File: src/rtl/ioie_pkg.sv
// Purpose: Shared constants for the input event, pulse metering and relay output block
// Assumes: 40 MHz clock, word-indexed register port
// Notes: Event codes of the second module sit one page above the first module's
`default_nettype none
package ioie_pkg;
    localparam int DIN_N = 6;
    localparam int DOUT_N = 3;
    localparam int REG_AW = 8;
    localparam int DATA_W = 32;
    localparam int CNT_W = 32;
    localparam int WEIGHT_W = 24;
    localparam int TOTAL_W = 48;
    localparam int UNIT_W = 2;
    localparam int CODE_W = 16;

    // Counter limits and reset values
    localparam logic [CNT_W-1:0] CNT_MAX = 32'hFFFFFFFE;
    localparam logic [CNT_W-1:0] THR_RST = 32'h00001388;
    localparam logic [WEIGHT_W-1:0] WEIGHT_RST = 24'h000001;

    // Pulse unit encodings
    localparam logic [UNIT_W-1:0] UNIT_WH = 2'h0;
    localparam logic [UNIT_W-1:0] UNIT_VARH = 2'h1;
    localparam logic [UNIT_W-1:0] UNIT_VAH = 2'h2;
    localparam logic [UNIT_W-1:0] UNIT_M3 = 2'h3;
    localparam logic [UNIT_W-1:0] UNIT_RST = UNIT_WH;

    // Event codes, first module
    localparam logic [CODE_W-1:0] EVT_EDGE_BASE = 16'h0613;
    localparam logic [CODE_W-1:0] EVT_ALARM_BASE = 16'h0619;
    localparam logic [CODE_W-1:0] EVT_FORCE_BASE = 16'h0622;
    localparam logic [CODE_W-1:0] MODULE2_OFS = 16'h0100;

    // Global registers (word index)
    localparam logic [REG_AW-1:0] ADDR_CTRL = 8'h00;
    localparam logic [REG_AW-1:0] ADDR_STATUS = 8'h01;
    localparam logic [REG_AW-1:0] ADDR_SIGTYPE = 8'h02;
    localparam logic [REG_AW-1:0] ADDR_CONTACT = 8'h03;
    localparam logic [REG_AW-1:0] ADDR_POLARITY = 8'h04;
    localparam logic [REG_AW-1:0] ADDR_FORCE_EN = 8'h05;
    localparam logic [REG_AW-1:0] ADDR_FORCE_VAL = 8'h06;
    localparam logic [REG_AW-1:0] ADDR_ALARM = 8'h07;
    localparam logic [REG_AW-1:0] ADDR_CNT_CLR = 8'h08;
    localparam logic [REG_AW-1:0] ADDR_OUT_CMD = 8'h09;
    localparam logic [REG_AW-1:0] ADDR_OUT_LOCK = 8'h0A;
    localparam logic [REG_AW-1:0] ADDR_OUT_STATE = 8'h0B;
    localparam logic [REG_AW-1:0] ADDR_IN_LEVEL = 8'h0C;

    // Per-input banks: index = ADDR[7:4] - 1, field = ADDR[3:0]
    localparam logic [3:0] BANK_FIRST = 4'h1;
    localparam logic [3:0] BANK_LAST = 4'h6;
    localparam logic [3:0] F_COUNT = 4'h0;
    localparam logic [3:0] F_THRESH = 4'h1;
    localparam logic [3:0] F_UNIT = 4'h2;
    localparam logic [3:0] F_WEIGHT = 4'h3;
    localparam logic [3:0] F_TOTAL_LO = 4'h4;
    localparam logic [3:0] F_TOTAL_HI = 4'h5;

    // Status bits
    localparam int ST_INIT_DONE = 0;
    localparam int ST_REJECT = 1;

    // Timing
    localparam int CLK_HZ = 40000000;
    localparam int MIN_PULSE_MS = 40;
    localparam int COIL_TIME_MS = 10;
    localparam int COIL_CYC = COIL_TIME_MS * (CLK_HZ / 1000);
endpackage : ioie_pkg
`default_nettype wire

File: src/rtl/ioie_in_chan.sv
// Purpose: One digital input: sync, forcing, contact sense, counter, alarm, pulse total
// Assumes: Pin is asynchronous to clk
// Notes: Events are one-cycle pulses; alarm is sticky until cleared
`default_nettype none
module ioie_in_chan
    import ioie_pkg::*;
(
    input wire logic clk,
    input wire logic sys_rst,
    input wire logic pin,
    input wire logic pulse_type,
    input wire logic brk,
    input wire logic pol,
    input wire logic force_en,
    input wire logic force_val,
    input wire logic [ioie_pkg::CNT_W-1:0] thr,
    input wire logic [ioie_pkg::WEIGHT_W-1:0] weight,
    input wire logic cnt_clr,
    input wire logic alarm_clr,
    output logic level,
    output logic ev_act,
    output logic ev_force,
    output logic ev_alarm,
    output logic alarm,
    output logic [ioie_pkg::CNT_W-1:0] count,
    output logic [ioie_pkg::TOTAL_W-1:0] total
);
    logic s1;
    logic s2;
    logic prev_level;
    logic prev_force;
    logic [1:0] armed;

    wire eff = force_en ? force_val : s2;
    wire active = eff ^ brk;
    wire prev_active = prev_level ^ brk;
    wire act_edge = armed[1] & active & ~prev_active;
    wire rise = armed[1] & eff & ~prev_level;
    wire fall = armed[1] & ~eff & prev_level;
    wire pulse_edge = pulse_type & (pol ? fall : rise);
    wire cnt_inc = pulse_type ? pulse_edge : act_edge;
    wire [CNT_W-1:0] cnt_plus = count + 32'h00000001;
    wire cnt_step = cnt_inc & (count != CNT_MAX);
    wire hit = cnt_step & (cnt_plus == thr) & ~cnt_clr;

    always_ff @(posedge clk) begin
        if (sys_rst) begin
            s1 <= 1'b0;
            s2 <= 1'b0;
            armed <= 2'h0;
        end else begin
            s1 <= pin;
            s2 <= s1;
            armed <= {armed[0], 1'b1};
        end
    end

    always_ff @(posedge clk) begin
        if (sys_rst) begin
            prev_level <= 1'b0;
            prev_force <= 1'b0;
            level <= 1'b0;
            ev_act <= 1'b0;
            ev_force <= 1'b0;
            ev_alarm <= 1'b0;
        end else begin
            prev_level <= eff;
            prev_force <= force_en;
            level <= eff;
            ev_act <= act_edge;
            ev_force <= force_en ^ prev_force;
            ev_alarm <= hit;
        end
    end

    always_ff @(posedge clk) begin
        if (sys_rst || cnt_clr) begin
            count <= '0;
            total <= '0;
        end else begin
            if (cnt_step) begin
                count <= cnt_plus;
            end
            if (pulse_edge) begin
                total <= total + TOTAL_W'(weight);
            end
        end
    end

    always_ff @(posedge clk) begin
        if (sys_rst) begin
            alarm <= 1'b0;
        end else if (hit) begin
            alarm <= 1'b1;
        end else if (alarm_clr) begin
            alarm <= 1'b0;
        end
    end
endmodule : ioie_in_chan
`default_nettype wire

File: src/rtl/ioie_relay.sv
// Purpose: Bistable relay driver with open pulse at start-up
// Assumes: Relay latches after one coil pulse of COIL_CYC cycles
// Notes: Target changes are taken only when idle
`default_nettype none
module ioie_relay #(
    parameter int COIL_CYC = 400000
) (
    input wire logic clk,
    input wire logic sys_rst,
    input wire logic target,
    output logic open_coil,
    output logic close_coil,
    output logic closed,
    output logic settled
);
    typedef enum logic [1:0] {R_INIT, R_IDLE, R_OPENING, R_CLOSING} ioie_relay_t;
    ioie_relay_t state;
    logic [31:0] timer;

    wire done = (timer == 32'(COIL_CYC - 1));

    always_ff @(posedge clk) begin
        if (sys_rst) begin
            state <= R_INIT;
            timer <= '0;
            open_coil <= 1'b0;
            close_coil <= 1'b0;
            closed <= 1'b0;
            settled <= 1'b0;
        end else begin
            case (state)
                R_INIT: begin
                    open_coil <= 1'b1;
                    state <= R_OPENING;
                end
                R_IDLE: begin
                    if (target != closed) begin
                        close_coil <= target;
                        open_coil <= ~target;
                        state <= target ? R_CLOSING : R_OPENING;
                    end
                end
                R_OPENING, R_CLOSING: begin
                    timer <= done ? '0 : timer + 32'h00000001;
                    if (done) begin
                        open_coil <= 1'b0;
                        close_coil <= 1'b0;
                        closed <= (state == R_CLOSING);
                        settled <= 1'b1;
                        state <= R_IDLE;
                    end
                end
                default: state <= R_INIT;
            endcase
        end
    end
endmodule : ioie_relay
`default_nettype wire

File: src/rtl/ioie_top.sv
// Purpose: Six digital inputs with events, counters, pulse metering; three relay outputs
// Assumes: Register port with one-cycle strobes, read data in the following cycle
// Notes: One event leaves per cycle; simultaneous events wait in pending bits
//
// Contract
// - Log an edge event per input on activation; codes consecutive, module-specific.
// - Counter threshold overrun raises a sticky medium alarm, cleared only by reset command.
// - Log an event whenever an input changes between forced and not forced.
// - Pulse counting is enabled only while input type is pulse.
// - Polarity chooses counting on rising or falling transition, rising by default.
// - Each pulse input holds a unit: Wh, VARh, VAh or cubic metres; Wh default.
// - Each pulse input holds a 24-bit weight, default one.
// - Each input has a normal or pulse type, normal by default.
// - Three digital outputs, each driving a bistable relay.
// - Locked outputs keep their preset and reject reconfiguration.
// - At every power-on all outputs are driven open before normal operation.
// - Each normal input counter increments on every activation edge.
// - Input counter saturates at its maximum count.
// - Threshold settable up to maximum, default 5000; alarm when counter reaches it.
// - Contact type make or break decides which input level is active.
`default_nettype none
module ioie_top
    import ioie_pkg::*;
#(
    parameter int COIL_CYCLES = ioie_pkg::COIL_CYC
) (
    input wire logic clk,
    input wire logic sys_rst,
    input wire logic [ioie_pkg::REG_AW-1:0] reg_addr,
    input wire logic [ioie_pkg::DATA_W-1:0] reg_wdata,
    input wire logic reg_wr,
    input wire logic reg_rd,
    output logic [ioie_pkg::DATA_W-1:0] reg_rdata,
    input wire logic [ioie_pkg::DIN_N-1:0] din_pin,
    output logic [ioie_pkg::DOUT_N-1:0] relay_open_coil,
    output logic [ioie_pkg::DOUT_N-1:0] relay_close_coil,
    output logic event_valid,
    output logic [ioie_pkg::CODE_W-1:0] event_code,
    output logic event_is_alarm,
    output logic [ioie_pkg::DIN_N-1:0] alarm,
    output logic init_done
);
    import ioie_pkg::*;

    localparam int EV_N = 3 * DIN_N;

    // Configuration
    logic second_module;
    logic [DIN_N-1:0] sig_type;
    logic [DIN_N-1:0] contact_brk;
    logic [DIN_N-1:0] polarity;
    logic [DIN_N-1:0] force_en;
    logic [DIN_N-1:0] force_val;
    logic [DOUT_N-1:0] out_cmd;
    logic [DOUT_N-1:0] out_lock;
    logic reject;
    logic [CNT_W-1:0] thr [DIN_N];
    logic [WEIGHT_W-1:0] weight [DIN_N];
    logic [UNIT_W-1:0] unit [DIN_N];
    logic [EV_N-1:0] pending;

    // Channel and relay state
    logic [DIN_N-1:0] level;
    logic [DIN_N-1:0] ev_act;
    logic [DIN_N-1:0] ev_force;
    logic [DIN_N-1:0] ev_alarm;
    logic [CNT_W-1:0] count [DIN_N];
    logic [TOTAL_W-1:0] total [DIN_N];
    logic [DOUT_N-1:0] closed;
    logic [DOUT_N-1:0] settled;

    // Address decode
    wire [3:0] bank_sel = reg_addr[7:4];
    wire [3:0] field = reg_addr[3:0];
    wire in_bank = (bank_sel >= BANK_FIRST) && (bank_sel <= BANK_LAST);
    wire [2:0] bidx = 3'(bank_sel - BANK_FIRST);
    wire wr_ctrl = reg_wr && (reg_addr == ADDR_CTRL);
    wire wr_status = reg_wr && (reg_addr == ADDR_STATUS);
    wire wr_sigtype = reg_wr && (reg_addr == ADDR_SIGTYPE);
    wire wr_contact = reg_wr && (reg_addr == ADDR_CONTACT);
    wire wr_pol = reg_wr && (reg_addr == ADDR_POLARITY);
    wire wr_fen = reg_wr && (reg_addr == ADDR_FORCE_EN);
    wire wr_fval = reg_wr && (reg_addr == ADDR_FORCE_VAL);
    wire wr_alarm = reg_wr && (reg_addr == ADDR_ALARM);
    wire wr_cclr = reg_wr && (reg_addr == ADDR_CNT_CLR);
    wire wr_ocmd = reg_wr && (reg_addr == ADDR_OUT_CMD);
    wire wr_olock = reg_wr && (reg_addr == ADDR_OUT_LOCK);
    wire wr_bank = reg_wr && in_bank;
    wire [DIN_N-1:0] alarm_clr = wr_alarm ? reg_wdata[DIN_N-1:0] : '0;
    wire [DIN_N-1:0] cnt_clr = wr_cclr ? reg_wdata[DIN_N-1:0] : '0;
    wire [DOUT_N-1:0] new_cmd = reg_wdata[DOUT_N-1:0];
    wire lock_hit = wr_ocmd && (((new_cmd ^ out_cmd) & out_lock) != '0);
    wire [DOUT_N-1:0] next_out_cmd = (out_cmd & out_lock) | (new_cmd & ~out_lock);

    // Read mux
    wire [DATA_W-1:0] bank_word =
        (field == F_COUNT) ? count[bidx] :
        (field == F_THRESH) ? thr[bidx] :
        (field == F_UNIT) ? DATA_W'(unit[bidx]) :
        (field == F_WEIGHT) ? DATA_W'(weight[bidx]) :
        (field == F_TOTAL_LO) ? total[bidx][DATA_W-1:0] :
        (field == F_TOTAL_HI) ? DATA_W'(total[bidx][TOTAL_W-1:DATA_W]) : '0;
    wire [DATA_W-1:0] rd_word =
        (reg_addr == ADDR_CTRL) ? DATA_W'(second_module) :
        (reg_addr == ADDR_STATUS) ? DATA_W'({reject, init_done}) :
        (reg_addr == ADDR_SIGTYPE) ? DATA_W'(sig_type) :
        (reg_addr == ADDR_CONTACT) ? DATA_W'(contact_brk) :
        (reg_addr == ADDR_POLARITY) ? DATA_W'(polarity) :
        (reg_addr == ADDR_FORCE_EN) ? DATA_W'(force_en) :
        (reg_addr == ADDR_FORCE_VAL) ? DATA_W'(force_val) :
        (reg_addr == ADDR_ALARM) ? DATA_W'(alarm) :
        (reg_addr == ADDR_OUT_CMD) ? DATA_W'(out_cmd) :
        (reg_addr == ADDR_OUT_LOCK) ? DATA_W'(out_lock) :
        (reg_addr == ADDR_OUT_STATE) ? DATA_W'(closed) :
        (reg_addr == ADDR_IN_LEVEL) ? DATA_W'(level) :
        in_bank ? bank_word : '0;

    // Event selection: lowest pending bit leaves first
    function automatic logic [4:0] first_set(input logic [EV_N-1:0] v);
        logic [4:0] idx;
        idx = 5'h1F;
        for (int k = EV_N - 1; k >= 0; k--) begin
            if (v[k]) begin
                idx = 5'(k);
            end
        end
        return idx;
    endfunction : first_set

    wire [4:0] sel = first_set(pending);
    wire sel_valid = (pending != '0);
    wire [EV_N-1:0] grant = sel_valid ? (EV_N'(1) << sel) : '0;
    wire [EV_N-1:0] ev_set = {ev_force, ev_alarm, ev_act};
    wire sel_alarm = (sel >= 5'(DIN_N)) && (sel < 5'(2 * DIN_N));
    wire [CODE_W-1:0] base_code =
        (sel < 5'(DIN_N)) ? EVT_EDGE_BASE + CODE_W'(sel) :
        sel_alarm ? EVT_ALARM_BASE + CODE_W'(sel - 5'(DIN_N)) :
        EVT_FORCE_BASE + CODE_W'(sel - 5'(2 * DIN_N));
    wire [CODE_W-1:0] next_code = second_module ? base_code + MODULE2_OFS : base_code;

    always_ff @(posedge clk) begin
        if (sys_rst) begin
            reg_rdata <= '0;
        end else begin
            reg_rdata <= reg_rd ? rd_word : '0;
        end
    end

    always_ff @(posedge clk) begin
        if (sys_rst) begin
            second_module <= 1'b0;
            sig_type <= '0;
            contact_brk <= '0;
            polarity <= '0;
            force_en <= '0;
            force_val <= '0;
        end else begin
            if (wr_ctrl) second_module <= reg_wdata[0];
            if (wr_sigtype) sig_type <= reg_wdata[DIN_N-1:0];
            if (wr_contact) contact_brk <= reg_wdata[DIN_N-1:0];
            if (wr_pol) polarity <= reg_wdata[DIN_N-1:0];
            if (wr_fen) force_en <= reg_wdata[DIN_N-1:0];
            if (wr_fval) force_val <= reg_wdata[DIN_N-1:0];
        end
    end

    always_ff @(posedge clk) begin
        if (sys_rst) begin
            out_cmd <= '0;
            out_lock <= '0;
            reject <= 1'b0;
        end else begin
            if (wr_ocmd) out_cmd <= next_out_cmd;
            if (wr_olock) out_lock <= out_lock | reg_wdata[DOUT_N-1:0];
            if (lock_hit) begin
                reject <= 1'b1;
            end else if (wr_status && reg_wdata[ST_REJECT]) begin
                reject <= 1'b0;
            end
        end
    end

    always_ff @(posedge clk) begin
        for (int i = 0; i < DIN_N; i++) begin
            if (sys_rst) begin
                thr[i] <= THR_RST;
                weight[i] <= WEIGHT_RST;
                unit[i] <= UNIT_RST;
            end else if (wr_bank && (bidx == 3'(i))) begin
                if (field == F_THRESH && reg_wdata != '0 && reg_wdata <= CNT_MAX) begin
                    thr[i] <= reg_wdata;
                end
                if (field == F_WEIGHT) weight[i] <= reg_wdata[WEIGHT_W-1:0];
                if (field == F_UNIT) unit[i] <= reg_wdata[UNIT_W-1:0];
            end
        end
    end

    always_ff @(posedge clk) begin
        if (sys_rst) begin
            pending <= '0;
            event_valid <= 1'b0;
            event_code <= '0;
            event_is_alarm <= 1'b0;
            init_done <= 1'b0;
        end else begin
            pending <= (pending & ~grant) | ev_set;
            event_valid <= sel_valid;
            event_code <= sel_valid ? next_code : '0;
            event_is_alarm <= sel_valid & sel_alarm;
            init_done <= &settled;
        end
    end

    for (genvar i = 0; i < DIN_N; i++) begin : g_in
        ioie_in_chan u_chan (
            .clk(clk),
            .sys_rst(sys_rst),
            .pin(din_pin[i]),
            .pulse_type(sig_type[i]),
            .brk(contact_brk[i]),
            .pol(polarity[i]),
            .force_en(force_en[i]),
            .force_val(force_val[i]),
            .thr(thr[i]),
            .weight(weight[i]),
            .cnt_clr(cnt_clr[i]),
            .alarm_clr(alarm_clr[i]),
            .level(level[i]),
            .ev_act(ev_act[i]),
            .ev_force(ev_force[i]),
            .ev_alarm(ev_alarm[i]),
            .alarm(alarm[i]),
            .count(count[i]),
            .total(total[i])
        );
    end

    for (genvar j = 0; j < DOUT_N; j++) begin : g_out
        ioie_relay #(
            .COIL_CYC(COIL_CYCLES)
        ) u_relay (
            .clk(clk),
            .sys_rst(sys_rst),
            .target(out_cmd[j]),
            .open_coil(relay_open_coil[j]),
            .close_coil(relay_close_coil[j]),
            .closed(closed[j]),
            .settled(settled[j])
        );
    end
endmodule : ioie_top
`default_nettype wire

File: config.mk
export PLATFORM = sky130hd
export DESIGN_NAME = ioie_top
export DESIGN_NICKNAME = d
export VERILOG_FILES = /design/src/rtl/ioie_pkg.sv /design/src/rtl/ioie_in_chan.sv /design/src/rtl/ioie_relay.sv /design/src/rtl/ioie_top.sv
export SDC_FILE = /design/constraint.sdc
export NUM_CORES = 2
export LEC_CHECK = 0
export ABC_AREA = 1
export BUFFER_PORTS_ARGS = -buffer_cell sky130_fd_sc_hd__buf_4
export CORE_ASPECT_RATIO = 1.5
export CORE_MARGIN = 2
export CORE_UTILIZATION = 30
export DETAILED_ROUTE_END_ITERATION = 10
export GPL_TIMING_DRIVEN = 0
export HOLD_SLACK_MARGIN = 0.1
export SYNTH_ARGS = -nofsm -noshare
export SYNTH_HDL_FRONTEND = slang
export SYNTH_SLANG_ARGS = --single-unit
File: constraint.sdc
create_clock -name clk -period 6.8 [get_ports clk]
set_clock_uncertainty 0.2 [all_clocks]
set_input_delay 0.34 -clock clk [delete_from_list [all_inputs] [get_ports clk]]
set_output_delay 0.34 -clock clk [all_outputs]
set_load 0.05 [all_outputs]
; Word level (Yosys, flattened, before mapping)
; Memory sizes are Yosys's and may differ from the RTL's.
; Index checks and enable logic that the tools add are counted.
[op_classes]
addsub = 22
magnitude_cmp = 7
n_eq_ne = 55
n_shift = 1
mux = 194
bitwise_logic = 138
n_reduce_logical = 67
[op_table]
columns = op, n
row1 = 32-bit two-way mux, 16
row2 = 32-bit by 1-bit adder with 32-bit output (second input constant), 9
row3 = 48-bit by 24-bit adder with 48-bit output, 6
row4 = 32-bit == test, 6
row5 = 32-bit != test (second input constant), 6
row6 = 48-bit binary-select mux with 3-bit select, 1
row7 = 24-bit two-way mux, 6
row8 = 1-bit two-way mux, 110
row9 = 32-bit binary-select mux with 3-bit select, 1
row10 = 32-bit by 19-bit == test with 1-bit output (second input constant), 3
row11 = 48-bit two-way mux, 2
row12 = 5-bit two-way mux, 17
row13 = 6-bit two-way mux, 13
row14 = 16-bit two-way mux, 4
row15 = 1-bit AND, 61
row16 = 8-bit by 4-bit == test with 1-bit output (second input constant), 5
row17 = 8-bit by 3-bit == test with 1-bit output (second input constant), 4
row18 = 32-bit less-or-equal comparator (second input constant), 1
row19 = 32-bit nonzero test, 1
row20 = 1-bit inverter, 30
row21 = 12-bit by 6-bit adder with 13-bit output (first input constant), 2
row22 = 2-bit two-way mux, 13
row23 = 1-bit logical AND, 24
row24 = 2-bit nonzero test, 10
row25 = 52 further kinds, 133
[word_totals]
ff_bits = 761
mem_bits_rw = 348
input_bits = 50
n_memories = 3
[mem_list]
columns = name, depth, word_bits, read_ports, rd_clocked_by_memory_dff, wr, line
row1 = thr, 6, 32, 7, 0, 6, ioie_top.sv:57  ; logic [CNT_W-1:0] thr [DIN_N];
row2 = weight, 6, 24, 7, 0, 6, ioie_top.sv:58  ; logic [WEIGHT_W-1:0] weight [DIN_N];
row3 = unit, 6, 2, 1, 0, 6, ioie_top.sv:59  ; logic [UNIT_W-1:0] unit [DIN_N];

; Depth between registers and ports, before layout
[logic_depth]
depth_word = 24
depth_mapped = 30

; Hierarchy
; Synthesis repeated with hierarchy kept, for this count alone.
[unflattened]
cells_unflattened = 10769
hier_area_um2 = 72530.8
[by_module_without_submodules]
columns = mod, n_inst, cells_per_inst, area_each_um2, seq_area_each_um2
row1 = ioie_in_chan, 6, 1103, 6814.0, 1801.7
row2 = ioie_top, 1, 3143, 25186.7, 12512.0
row3 = ioie_relay, 3, 336, 2153.3, 760.7

; Worst setup path before layout
; Ideal clock, no wire load.
[synth_timing]
kind = input-to-reg
from = in reg_addr[4] (netlist bit)
to = mem thr[4][0], enable pin
setup_time_ps = 389
arrival_ps = 3464
required_ps = 6211
setup_slack_ps = 2747
cell_stages = 14
path_cell_list = buf_2 > clkinv_1 > buf_2 > buf_2 > buf_2 > buf_2 > buf_1 > ha_1 > ha_1 > inv_1 > clkbuf_1 > nor3_1 > nand3_1 > nand2_1
[synth_lines]
columns = element, line
row1 = "start, declared", ioie_top.sv:29  ; input wire logic [ioie_pkg::REG_AW-1:0] reg_addr,
row2 = "end, declared", ioie_top.sv:57

; Worst setup path in the final report
[layout_timing]
from = in reg_addr[4] (netlist bit)
to = reg reg_rdata[24] (netlist bit)
[layout_via]
elab_chain_len = 10
elab_cells_between_ends = 31
[layout_rtl]
columns = element, line
row1 = 3-bit by 1-bit subtractor with 3-bit output, ioie_top.sv:76  ; wire [2:0] bidx = 3'(bank_sel - BANK_FIRST);
row2 = 3-bit inverter with 4-bit output (implied by the code), "ioie_top.sv:97, ioie_top.sv:101"
row3 = 48-bit binary-select mux with 3-bit select, ioie_top.sv:101  ; (field == F_TOTAL_LO) ? total[bidx][DATA_W-1:0] :
row4 = 48-bit two-way mux (2 in a row), n/a
row5 = 32-bit two-way mux, ioie_top.sv:101
row6 = 32-bit two-way mux, ioie_top.sv:100  ; (field == F_WEIGHT) ? DATA_W'(weight[bidx]) :
row7 = 32-bit two-way mux, ioie_top.sv:99  ; (field == F_UNIT) ? DATA_W'(unit[bidx]) :
row8 = 32-bit two-way mux, ioie_top.sv:98  ; (field == F_THRESH) ? thr[bidx] :
row9 = 32-bit two-way mux, ioie_top.sv:97  ; (field == F_COUNT) ? count[bidx] :
row10 = "end signal, assigned", ioie_top.sv:145  ; reg_rdata <= reg_rd ? rd_word : '0;
row11 = "end, declared", ioie_top.sv:33  ; output logic [ioie_pkg::DATA_W-1:0] reg_rdata,
; Several ways; a longest one is shown, not always the timed one. The select of a mux whose other input is x is not followed.
; A chain may end at the register's enable or synchronous reset.

==> results.ini <==
[power_and_ir_drop]
power_mw = 16.39
power_density_nw_per_um2 = 215.0
vdd_drop_max_mv = 0.2287
p_leak_nw = 29.24

[floorplanning]
die_x_um = 389.0
die_y_um = 581.5
start_util = 0.3008
fp.dieArea_um2 = 226200
core_area_um2 = 221800
row_count = 212
ios = 113

[synthesis]
synth_area_leaders = dfxtp_1 22%, edfxtp_1 16%, nand2_1 9.2%
synth_top_area_cell = dfxtp_1
synth-seq-cells = 1095
syn-instance-count = 9417
synth.top_cell.area_share = 0.2242
synth_cell_types = 74
synthMuxAreaShare = 0
synth_flop_cell = dfxtp_1
synth-xor-area-share = 0.04528
synth-compound-area-share = 0.1965
yosys.area_share.simple = 0.2538
netlist_area_um2 = 66710
synth_area_per_cell_um2 = 7.084
ys_async_sr_fraction = 0
synth_edf_count = 348
synth-seq-area-share = 0.3808
synth_top_family_by_area = simple AND/OR/NAND/NOR gates
yosys.area_share.adder = 0.03519
yosysWarnings = 0
synthTopCellsByCount = 1636 x nand2_1, 1096 x inv_1, 1085 x a21oi_1
synth.most_common_cell = nand2_1

[route]
drc = 0
postRouteAntennaNets = 0
dr_total_vias = 71232
wl_um = 393100
viasPerCell = 5.595
wl_per_cell_um = 30.88
drtIter0Drc = 7138
first_pass_iters = 8

[status]
violations = capacitance limit, slew limit, setup timing
outcome = complete, but fails checks

[sta]
grt_setup_unrepaired = no
worst_pin_slew_ps = 1637
setup_ws_ps = -320.5
period_share = 1.047
max_slew_margin = -0.09105
max_freq_ghz = 0.1404
final.min_clock_period_ps = 7121
finalSetupViolations = 14
hold_violations = 0
slew_viol_final = 66

[critical_path]
critical_path_class = primary input to register
crit_fanout = 11
rr_worst_depth = 16
crit_arrival_ps = 7610
crit_path_start = reg_addr[4]
cp.required_ps = 7280
crit-reg2reg-launch = g_in[3].u_chan.armed[1]$_SDFF_PP0_
start_kind = primary input
critical_path.endpoint_type = register

[global_routing]
grt_max_degree = 33
grt_pass1_wl_um = 530400
antenna_found_initial = 43
grt_pass1_vias = 68213
grt_util_all_layers = 0.3357
grt_overflow_total = 0

[finish]
fin_nets = 9951
nFillCells = 24435
drive_gt1_frac = 0.06798
syn_to_final_growth_pct = 14.29
final_cell_area_um2 = 76240

[clock_network]
cts-buffers-inserted = 121
numClockSinks = 1095
clkTransAtPathRegs_ps = 70
root_buffer = clkbuf_16
clk_latency_ps = 840
clock_path_buffers = 3
htree_levels = 3
cts_tree = built
post_cts_buffers = 0

[hold_path]
hp-class = primary input to register
hp-start = reg_wdata[29]
min_path_cells = 3

[placed_design]
placed_area_um2 = 71290
portBuffers = 105
hpwlAfterDp_um = 318800
routabilityCongestion = 1.057

[flow_run]
max-cap-violations = 6

-- state kept, by name, indices dropped and copies added (netlist names), 12 cells and up, named ones only --
name,cells
g_in.u_chan.total,288
g_in.u_chan.count,192
thr,192
weight,144
g_out.u_relay.timer,96
reg_rdata,32
pending,18
event_code,12
unit,12
-- critical path, stage by stage --
cell and delay [ps]:
buf_4 140, buf_2 240, clkinv_1 280, buf_2 300, buf_2 380, buf_4 470, buf_4 410, buf_4 390
ha_1 290, buf_2 240, inv_1 300, buf_2 420, buf_2 520, buf_4 390, clkbuf_2 410, o21ai_0 280
o22ai_1 480, nand2_1 290, a21oi_4 490, a21oi_1 110, a21oi_1 340
-- what timing repair did --
| item | CTS | global route |
|---|---|---|
| hold endpoints to repair | 154 | 0 |
| endpoints found under the setup margin | 65 | 4 |
| hold buffers | 62 | 0 |
| resized for setup | 32 | 6 |
| pin swaps | 0 | 0 |
-- power by group --
part           switching (mW)  internal (mW)  leakage, nW
combinational            1.65          0.445         17.8
sequential              0.205           6.89         9.35
clock                    3.30           3.89         2.06
total                    5.16           11.2         29.2
-- metrics by stage --
step | utilization | setup TNS (ps) | cells | hold slack [ps] | worst slack [ps]
after floorplan | - | 0 | 9422 | 188.3 | 2747
final | 0.3438 | -2179 | 12731 | 128.8 | -320.5
after global placement | 0.3208 | -364500 | 12416 | 190.7 | -2528
after CTS | 0.3435 | 0 | 12716 | 115.3 | 134.6
after detailed placement | 0.3215 | -294680 | 12422 | 192.4 | -2502
after global routing | 0.3437 | 0 | 12718 | 133.4 | 46.65
-- cell usage in the layout, fill, tap and decap left out, types with 62 or more instances in the layout --
master         count
or2_2             70
ha_1             178
dlygate4sd3_1     62
dfxtp_1          747
nor4_1            97
nand4_1          203
xnor2_1          102
a21oi_1         1083
clkbuf_1         250
inv_1           1096
nor2_1          1077
o21ai_0          934
xor2_1           241
edfxtp_1         348
buf_2             68
nand2_1         1630
buf_4            129
nor3_1           228
nand3_1          351
clkbuf_16        123
-- path summary, 6_finish.rpt --
kind / slack [ps] / to
max: -320 / reg_rdata[24]$_SDFF_PP0_
min: 130 / thr[2][29]$_SDFFCE_PN0P_
max reg2reg: 1620 / g_in[0].u_chan.ev_alarm$_SDFF_PP0_
min reg2reg: 200 / g_in[3].u_chan.s2$_SDFF_PP0_
-- metal layers --
metal,routed length [um],share of wire,global-route usage
met5,133,0.00034,0
met4,40370,0.10,0.2922
met3,30710,0.078,0.06542
met2,180700,0.46,0.5519
met1,141200,0.36,0.3701
-- final cells by class --
class | instances | area, um^2 | share of cell area
Antenna cell | 16 | 40.04 | 0.0005251
Buffer | 396 | 1745 | 0.02289
Clock buffer | 151 | 3322 | 0.04357
Clock inverter | 81 | 849.6 | 0.01114
Inverter | 1128 | 4234 | 0.05553
Multi-Input combinational cell | 6802 | 35510 | 0.4657
Sequential cell | 1095 | 25400 | 0.3332
Tap cell | 2889 | 3615 | 0.04741
Timing Repair Buffer | 173 | 1526 | 0.02002
-- kinds of logic (layout without fill, tap and decap cells) --
family,after synthesis,in the layout
AO/OA/AOI/OAI,2411,2411
XOR/XNOR,344,344
adder cells (fa/ha/maj),184,184
buffers and inverters,1525,1929
flip-flops,1095,1095
other,2,23
AND/OR/NAND/NOR,3856,3856
Note: power is estimated with default switching activity, not from simulation.
